<file path="src/rtl/cpm_pkg.sv">
/*
  Constants for the power-mode and cycle-status controller.
  Assumes a single 50 MHz clock domain and an active-low async reset.
*/
`default_nettype none
package cpm_pkg;
  localparam int CPM_CLK_MHZ = 50;
  localparam logic [15:0] CPM_NMI_VECTOR = 16'h0066;
  // Restart latencies, tenths of a clock period
  localparam int CPM_SLEEP_WAKE_TENTHS = 15;
  localparam int CPM_IDLE_WAKE_TENTHS = 95;
  localparam int CPM_SLEEP_WAKE_CYC = CPM_SLEEP_WAKE_TENTHS / 10;
  localparam int CPM_IDLE_WAKE_CYC = CPM_IDLE_WAKE_TENTHS / 10;
  localparam int CPM_IDLE_BUSREQ_EXTRA = 8;
  localparam int CPM_CNT_W = 4;
  localparam logic [CPM_CNT_W-1:0] CPM_SLEEP_WAKE_CNT = CPM_CNT_W'(CPM_SLEEP_WAKE_CYC);
  localparam logic [CPM_CNT_W-1:0] CPM_IDLE_WAKE_CNT = CPM_CNT_W'(CPM_IDLE_WAKE_CYC);
  localparam logic [CPM_CNT_W-1:0] CPM_BUSREQ_CNT = CPM_CNT_W'(CPM_IDLE_BUSREQ_EXTRA);
  localparam logic [CPM_CNT_W-1:0] CPM_CNT_ZERO = 4'h0;
  localparam logic [CPM_CNT_W-1:0] CPM_CNT_ONE = 4'h1;
  // Control register fields
  localparam int CPM_IOCR_HALT_BIT = 5;
  localparam int CPM_CCR_SIX = 6;
  localparam int CPM_CCR_GRANT = 5;
  localparam int CPM_CCR_THREE = 3;
  localparam logic [7:0] CPM_REG_RESET = 8'h00;
  // Avalon register offsets (word addresses)
  localparam logic [1:0] CPM_OFF_IOCR = 2'h0;
  localparam logic [1:0] CPM_OFF_CCR = 2'h1;
  localparam logic [1:0] CPM_OFF_STATUS = 2'h2;
  localparam logic [1:0] CPM_OFF_IEN = 2'h3;
  // Clock output divider selection
  localparam logic [1:0] CPM_CLK_HALF = 2'h0;
  localparam logic [1:0] CPM_CLK_EQUAL = 2'h1;
  localparam logic [1:0] CPM_CLK_DOUBLE = 2'h2;
  // Cycle kinds presented by the core
  typedef enum logic [2:0] {
    CPM_CYC_FETCH1 = 3'b000,
    CPM_CYC_FETCHN = 3'b001,
    CPM_CYC_OTHER = 3'b010,
    CPM_CYC_DMA = 3'b011,
    CPM_CYC_REFRESH = 3'b100
  } cpm_cycle_t;
  typedef enum logic [2:0] {
    CPM_RUN = 3'b000,
    CPM_HALTED = 3'b001,
    CPM_SLEEP = 3'b010,
    CPM_IDLE = 3'b011,
    CPM_WAKE = 3'b100,
    CPM_IDLE_GRANT = 3'b101
  } cpm_state_t;
endpackage
`default_nettype wire

</file>
<file path="src/rtl/cpm_power_ctrl.sv">
/*
  Power-mode sequencer and bus-cycle status encoder for an 8-bit CPU.
  Assumes the CPU core reports cycle kinds, sleep/halt events and
  instruction boundaries on mclk; external pins are synchronised here.
*/
`default_nettype none
module cpm_power_ctrl
  import cpm_pkg::*;
(
  input wire logic mclk,
  input wire logic reset_n,
  // Avalon-MM slave
  input wire logic [1:0] avs_address,
  input wire logic avs_read,
  input wire logic avs_write,
  input wire logic [31:0] avs_writedata,
  output logic [31:0] avs_readdata,
  output logic avs_waitrequest,
  // From CPU core
  input wire logic core_sleep_exec,
  input wire logic core_halt,
  input wire logic core_instr_end,
  input wire logic core_cycle_start,
  input wire logic [2:0] core_cycle_kind,
  input wire logic core_in_second_state,
  input wire logic [7:0] core_refresh_addr,
  input wire logic core_interrupt_enable_flag_one,
  input wire logic periph_irq,
  // Pins
  input wire logic nmi_n,
  input wire logic [2:0] ext_irq_n,
  input wire logic wait_n,
  input wire logic bus_req_n,
  // Outputs
  output logic system_clock_out,
  output logic cycle_status_out,
  output logic halt_n,
  output logic opcode_fetch_cycle_out,
  output logic refresh_strobe_n,
  output logic memory_request_n,
  output logic [7:0] refresh_addr_out,
  output logic bus_ack_n,
  output logic cpu_stall,
  output logic periph_enable,
  output logic take_interrupt,
  output logic [15:0] vector_addr
);
  // Pin synchronisers: first stage read only by second stage
  logic [5:0] sync1_reg, sync2_reg;
  always_ff @(posedge mclk or negedge reset_n) begin
    if (!reset_n) begin
      sync1_reg <= 6'h3F;
      sync2_reg <= 6'h3F;
    end else begin
      sync1_reg <= {bus_req_n, wait_n, nmi_n, ext_irq_n};
      sync2_reg <= sync1_reg;
    end
  end
  logic [2:0] irq_lvl;
  logic nmi_lvl, wait_lvl, breq_lvl;
  assign irq_lvl = ~sync2_reg[2:0];
  assign nmi_lvl = ~sync2_reg[3];
  assign wait_lvl = ~sync2_reg[4];
  assign breq_lvl = ~sync2_reg[5];

  function automatic logic bitsel(input logic [7:0] r, input int pos);
    bitsel = r[pos];
  endfunction

  // Control registers
  logic [7:0] iocr_reg, iocr_next, ccr_reg, ccr_next;
  logic [2:0] ien_reg, ien_next;
  logic [1:0] clksel_reg, clksel_next;
  logic wr_hit;
  assign wr_hit = avs_write;
  always_comb begin
    iocr_next = iocr_reg;
    ccr_next = ccr_reg;
    ien_next = ien_reg;
    clksel_next = clksel_reg;
    if (wr_hit) begin
      case (avs_address)
        CPM_OFF_IOCR: iocr_next = avs_writedata[7:0];
        CPM_OFF_CCR: begin
          ccr_next = avs_writedata[7:0];
          clksel_next = avs_writedata[9:8];
        end
        CPM_OFF_IEN: ien_next = avs_writedata[2:0];
        default: ;
      endcase
    end
  end
  always_ff @(posedge mclk or negedge reset_n) begin
    if (!reset_n) begin
      iocr_reg <= CPM_REG_RESET;
      ccr_reg <= CPM_REG_RESET;
      ien_reg <= 3'h0;
      clksel_reg <= CPM_CLK_EQUAL;
    end else begin
      iocr_reg <= iocr_next;
      ccr_reg <= ccr_next;
      ien_reg <= ien_next;
      clksel_reg <= clksel_next;
    end
  end

  logic periph_halt_bit, ccr_six, ccr_three, bus_grant_in_idle_bit;
  assign periph_halt_bit = bitsel(iocr_reg, CPM_IOCR_HALT_BIT);
  assign ccr_six = bitsel(ccr_reg, CPM_CCR_SIX);
  assign ccr_three = bitsel(ccr_reg, CPM_CCR_THREE);
  assign bus_grant_in_idle_bit = bitsel(ccr_reg, CPM_CCR_GRANT);

  // Power state machine
  cpm_state_t state_reg, state_next;
  logic [CPM_CNT_W-1:0] cnt_reg, cnt_next;
  logic grant_latch_reg, grant_latch_next;
  logic service_reg, service_next;
  logic nmi_pend_reg, nmi_pend_next;
  logic nmi_prev_reg;
  logic ext_wake, any_wake, nmi_edge;
  assign nmi_edge = nmi_lvl & ~nmi_prev_reg;
  assign ext_wake = |(irq_lvl & ien_reg);
  // Stopped peripherals cannot wake the core in system stop
  assign any_wake = nmi_lvl | ext_wake | (periph_irq & ~periph_halt_bit);
  always_comb begin
    state_next = state_reg;
    cnt_next = cnt_reg;
    grant_latch_next = grant_latch_reg;
    service_next = 1'b0;
    // Set wins over the consume in the same cycle
    nmi_pend_next = nmi_pend_reg;
    if (service_reg) nmi_pend_next = 1'b0;
    if (nmi_edge) nmi_pend_next = 1'b1;
    case (state_reg)
      CPM_RUN: begin
        if (core_sleep_exec) begin
          // Grant permission is frozen at idle entry
          if (periph_halt_bit && !ccr_six && ccr_three) begin
            state_next = CPM_IDLE;
            grant_latch_next = bus_grant_in_idle_bit;
          end else begin
            state_next = CPM_SLEEP;
          end
        end else if (core_halt) begin
          state_next = CPM_HALTED;
        // Pending flag clears one edge after service; never take it twice
        end else if (nmi_pend_reg && !service_reg && core_instr_end) begin
          service_next = 1'b1;
        end
      end
      CPM_HALTED: begin
        if (!core_halt || nmi_pend_reg) state_next = CPM_RUN;
      end
      CPM_SLEEP: begin
        if (any_wake) begin
          state_next = CPM_WAKE;
          cnt_next = CPM_SLEEP_WAKE_CNT;
        end
      end
      CPM_IDLE: begin
        if (nmi_lvl || ext_wake) begin
          state_next = CPM_WAKE;
          cnt_next = CPM_IDLE_WAKE_CNT;
        end else if (breq_lvl && grant_latch_reg) begin
          state_next = CPM_IDLE_GRANT;
          cnt_next = CPM_BUSREQ_CNT;
        end
      end
      CPM_IDLE_GRANT: begin
        if (cnt_reg != CPM_CNT_ZERO) cnt_next = cnt_reg - CPM_CNT_ONE;
        if (!breq_lvl) state_next = CPM_IDLE;
      end
      CPM_WAKE: begin
        if (cnt_reg > CPM_CNT_ONE) begin
          cnt_next = cnt_reg - CPM_CNT_ONE;
        end else begin
          state_next = CPM_RUN;
          // Interrupt served only with NMI or enable flag set
          service_next = nmi_pend_reg | core_interrupt_enable_flag_one;
        end
      end
      default: state_next = CPM_RUN;
    endcase
  end
  always_ff @(posedge mclk or negedge reset_n) begin
    if (!reset_n) begin
      state_reg <= CPM_RUN;
      cnt_reg <= CPM_CNT_ZERO;
      grant_latch_reg <= 1'b0;
      service_reg <= 1'b0;
      nmi_pend_reg <= 1'b0;
      nmi_prev_reg <= 1'b0;
    end else begin
      state_reg <= state_next;
      cnt_reg <= cnt_next;
      grant_latch_reg <= grant_latch_next;
      service_reg <= service_next;
      nmi_pend_reg <= nmi_pend_next;
      nmi_prev_reg <= nmi_lvl;
    end
  end

  logic idle_gated, stopped;
  assign idle_gated = (state_reg == CPM_IDLE);
  assign stopped = (state_reg == CPM_SLEEP) || (state_reg == CPM_IDLE) ||
                   (state_reg == CPM_IDLE_GRANT) || (state_reg == CPM_WAKE);

  // Wait-state tracking: stretch while low is seen in second state
  logic wait_hold_reg, wait_hold_next;
  always_comb begin
    wait_hold_next = 1'b0;
    if ((core_in_second_state || wait_hold_reg) && wait_lvl) wait_hold_next = 1'b1;
  end
  always_ff @(posedge mclk or negedge reset_n) begin
    if (!reset_n) wait_hold_reg <= 1'b0;
    else wait_hold_reg <= wait_hold_next;
  end

  // Clock output divider; idle holds it low, except during an idle bus grant
  logic [2:0] div_reg, div_next;
  logic clk_out_next;
  always_comb begin
    div_next = div_reg + 3'h1;
    // Rates keep a 1:2:4 ratio; double is the fastest mclk allows
    case (clksel_reg)
      CPM_CLK_HALF: clk_out_next = div_reg[2];
      CPM_CLK_DOUBLE: clk_out_next = ~system_clock_out;
      default: clk_out_next = div_reg[1];
    endcase
    if (idle_gated) clk_out_next = 1'b0;
  end

  // Status encoding and refresh
  logic st_next, halt_next, fetch_next, refresh_strobe_n_next, memory_request_n_next, back_next;
  logic [7:0] raddr_next;
  always_comb begin
    st_next = 1'b1;
    halt_next = 1'b1;
    fetch_next = 1'b1;
    refresh_strobe_n_next = 1'b1;
    memory_request_n_next = 1'b1;
    raddr_next = refresh_addr_out;
    back_next = ~(state_reg == CPM_IDLE_GRANT && cnt_reg == CPM_CNT_ZERO);
    if (state_reg == CPM_HALTED) begin
      st_next = 1'b0;
      halt_next = 1'b0;
      fetch_next = 1'b0;
    end else if (stopped) begin
      halt_next = 1'b0;
    end else if (core_cycle_start) begin
      case (core_cycle_kind)
        CPM_CYC_FETCH1: begin
          st_next = 1'b0;
          fetch_next = 1'b0;
        end
        CPM_CYC_FETCHN: fetch_next = 1'b0;
        CPM_CYC_DMA: st_next = 1'b0;
        CPM_CYC_REFRESH: begin
          refresh_strobe_n_next = 1'b0;
          memory_request_n_next = 1'b0;
          raddr_next = core_refresh_addr;
        end
        default: ;
      endcase
    end
  end
  always_ff @(posedge mclk or negedge reset_n) begin
    if (!reset_n) begin
      div_reg <= 3'h0;
      system_clock_out <= 1'b0;
      cycle_status_out <= 1'b1;
      halt_n <= 1'b1;
      opcode_fetch_cycle_out <= 1'b1;
      refresh_strobe_n <= 1'b1;
      memory_request_n <= 1'b1;
      refresh_addr_out <= 8'h00;
      bus_ack_n <= 1'b1;
    end else begin
      div_reg <= div_next;
      system_clock_out <= clk_out_next;
      cycle_status_out <= st_next;
      halt_n <= halt_next;
      opcode_fetch_cycle_out <= fetch_next;
      refresh_strobe_n <= refresh_strobe_n_next;
      memory_request_n <= memory_request_n_next;
      refresh_addr_out <= raddr_next;
      bus_ack_n <= back_next;
    end
  end

  assign cpu_stall = stopped | (state_reg == CPM_HALTED) | wait_hold_reg;
  assign periph_enable = ~periph_halt_bit & ~stopped;
  assign take_interrupt = service_reg;
  assign vector_addr = CPM_NMI_VECTOR;

  // Register reads answer in the same cycle
  assign avs_waitrequest = 1'b0;
  always_comb begin
    avs_readdata = 32'h0;
    if (avs_read) begin
      case (avs_address)
        CPM_OFF_IOCR: avs_readdata = {24'h0, iocr_reg};
        CPM_OFF_CCR: avs_readdata = {22'h0, clksel_reg, ccr_reg};
        CPM_OFF_STATUS: avs_readdata = {28'h0, grant_latch_reg, state_reg};
        CPM_OFF_IEN: avs_readdata = {29'h0, ien_reg};
        default: avs_readdata = 32'h0;
      endcase
    end
  end
endmodule // cpm_power_ctrl
`default_nettype wire

</file>
<file path="config.mk">
export PLATFORM = sky130hd
export DESIGN_NAME = cpm_power_ctrl
export DESIGN_NICKNAME = d
export VERILOG_FILES = /design/src/rtl/cpm_pkg.sv /design/src/rtl/cpm_power_ctrl.sv
export SDC_FILE = /design/constraint.sdc
export NUM_CORES = 1
export LEC_CHECK = 0
export BUFFER_PORTS_ARGS = -buffer_cell sky130_fd_sc_hd__clkbuf_2
export CORE_ASPECT_RATIO = 1.2
export CORE_UTILIZATION = 41
export DETAILED_ROUTE_END_ITERATION = 12
export GPL_TIMING_DRIVEN = 0
export PLACE_DENSITY = 0.73
export SLEW_MARGIN = 10
export SYNTH_ARGS = -nofsm -noshare
export SYNTH_HDL_FRONTEND = slang
export SYNTH_SLANG_ARGS = --single-unit
</file>
<file path="constraint.sdc">
create_clock -name mclk -period 1.7 [get_ports mclk]
set_clock_uncertainty 0.1 [all_clocks]
set_input_delay 0.17 -clock mclk [delete_from_list [all_inputs] [get_ports mclk]]
set_output_delay 0.17 -clock mclk [all_outputs]
set_load 0.02 [all_outputs]
</file>
==> out/summary.txt <==
Clock sinks - 62
CP endpoint kind - primary output
Post-synth top cells - dfrtp_1 (44), buf_4 (41), mux2_2 (30)
Hold Violations, Final - 0
Synthesized cell area - 0.00306 sq mm
Total core area - 0.00723 sq mm
Cell with the most instances after synthesis - dfrtp_1
Static leakage - 0.00216 uW
Post-synth top area cell - dfrtp_1
N_diodes - 0
Count of final setup violators - 13
Number of max-cap violations - 0
Pwr dens - 1250 mW/mm^2
DR vias/cell - 4.52
Standard-cell rows - 34
Hold Path Class - in -> reg
Nets - 475
Placed instance area - 0.00366 sq mm
Leading register cell type out of synthesis - dfrtp_1
Total of flip-flops plus latches after synthesis - 62
Total congestion overflow - 0
Final worst slack - -0.188 ns
Antenna violations before repair - 0
TritonCTS clock tree - yes
Slew Limit Fails - 0
Drt first pass iters - 4
Routability cong. - 0.784
Largest net degree at the start of global routing - 62
CP Launch Type - register
Die width - 80.8 um
IR drop worst, VDD - 0.000856 V
Netlist cell types - 49
H-tree depth - 3
RSZ-0062 raised after global routing - yes
Post-synthesis average cell area - 12.1 sq um
Residual DRC - 0
Buffer levels on the longest clock path - 2
Starting DRT DRC Count - 147
Req. time, crit path - 1.43 ns
DP Wirelength - 4090 um
Clk root buf - clkbuf_8
Top Ports - 129
Post-detailed-route wirelength per cell - 13.0 um
Rel. slew slack - 54.2%
Detail Route Antenna Nets - 0
Die area - 0.00780 sq mm
Routed via count - 2284
Critical path class - reg -> out
Design area - 0.00438 sq mm
FMAX - 530 MHz
Arr. time, crit path - 1.62 ns
Least-Margin Pin Slew - 0.684 ns
Fin crit period - 1.89 ns
Synth top area cells - dfrtp_1 (36%), dfstp_2 (15%), mux2_2 (11%)
Die Span Y - 96.6 um
Skew-Pair Late Insertion Delay - 0.34 ns
# port buffers - 65
Synth warn - 0
Starting Density - 42.2%
Post-Route WL - 6540 um
Synth-to-Final Area Change - 43.4%
Finished Layout Cells - 505
First-pass GRT wire length - 10000 um
Failing checks - negative setup slack
Dpl cells - 446
Share of cells above drive strength 1 - 53.3%
Synth top area share - 36.0%
Status - finished, violations left
Setup_tns - -0.914 ns
Final Cycle Share - 111%
FFs w/ async S/R, synth - 100%
Gr usage total - 17.7%
Maximum fanout along the worst path - 2
Vias in the first global route - 2153
Post-layout util - 60.6%
Synthesized instance count - 253
Number of synthesized flops with an enable pin - 0
Clk pin slew, worst setup/hold paths - 0.07 ns
Number of CTS-inserted buffers - 9
Share of synthesized area occupied by flip-flops and latches - 51.5%
==> cell type report <==
cell class / instances / area [sq um]
fillers: 585 / 2850
flip-flops and latches: 62 / 1580
multi-input cells: 174 / 1350
repair buffers: 108 / 790
plain buffers: 47 / 357
clock buffers: 10 / 128
well taps: 90 / 113
clock inverters: 6 / 37.5
inverters: 8 / 30.0
==> worst max-delay path, stage by stage, from the launching register on <==
cell     delay (ns)
dfrtp_2        0.43
buf_6          0.12
mux4_2         0.45
and2_4         0.16
buf_8          0.12
==> path summary, 6_finish.rpt <==
kind                       slack [ns]  cells past startpoint                     start                  endpoint
setup / recovery                -0.19                      4  state_reg[0]$_DFFE_PN0P_           avs_readdata[0]
setup reg to reg                -0.07                      6  state_reg[2]$_DFFE_PN0P_  state_reg[0]$_DFFE_PN0P_
hold reg to reg                  0.26                      0    sync1_reg[1]$_DFF_PN1_    sync2_reg[1]$_DFF_PN1_
min in group asynchronous        0.09                      2                   reset_n    ccr_reg[2]$_DFFE_PN0P_
hold / removal                   0.03                      2          avs_writedata[0]    ccr_reg[0]$_DFFE_PN0P_
max in group asynchronous        0.88                      3                   reset_n    sync2_reg[5]$_DFF_PN1_
==> per-layer routing <==
metal | GRT usage [%] | wire, um | vias up
li1 | - | - | 1104
met1 | 20.1 | 2490 | 1083
met2 | 30.3 | 3480 | 90
met3 | 5.82 | 511 | 7
met4 | 7.59 | 61 | 0
met5 | 0 | 0 | -
==> layout by cell type (no fill, tap or decap), types with 3 or more instances in the layout <==
master	n
a21oi_1	4
inv_1	7
nor2_1	17
nand2_1	7
clkbuf_8	9
mux2_2	30
o21ai_0	6
ha_1	3
dlygate4sd3_1	26
conb_1	39
buf_4	55
dfrtp_1	43
buf_6	6
clkinv_2	4
mux2i_1	6
and2_4	3
nand3_1	5
nor3_1	3
buf_2	3
clkbuf_2	59
dfstp_2	18
buf_8	4
mux4_2	3
==> power by group <==
group | switching (uW) | total (uW) | internal, uW
registers | 207 | 2060 | 1850
clock network | 574 | 1100 | 525
logic | 1200 | 2310 | 1110
total | 1980 | 5470 | 3490
==> cell families after synthesis <==
| group | synth area share, % |
|---|---|
| other cells | 0.246 |
| flops | 51.5 |
| buf+inv | 12.2 |
| compound gates | 7.25 |
| simple gates | 10.9 |
| fa+ha+maj | 1.23 |
| mux | 15.7 |
| xor+xnor | 0.860 |
==> what timing repair did <==
action | in CTS | in global routing
resized for setup | 30 | 11
hold endpoints to repair | 76 | 0
gates cloned | 0 | 1
pin swaps | 9 | 5
hold buffers | 26 | 0
endpoints found under the setup margin | 8 | 16
buffers inserted | 11 | 5
==> metrics by stage <==
step	total power, uW	hold slack (ns)	setup slack (ns)
floorplan	3300	-0.226	0.0430
global placement	3750	0.157	-0.113
detailed placement	3800	-0.106	-0.134
CTS	5320	0.00903	-0.220
global route	5780	0.00446	-0.231
finish	5470	0.0277	-0.188
No activity file was read; power rests on OpenSTA's default activity.
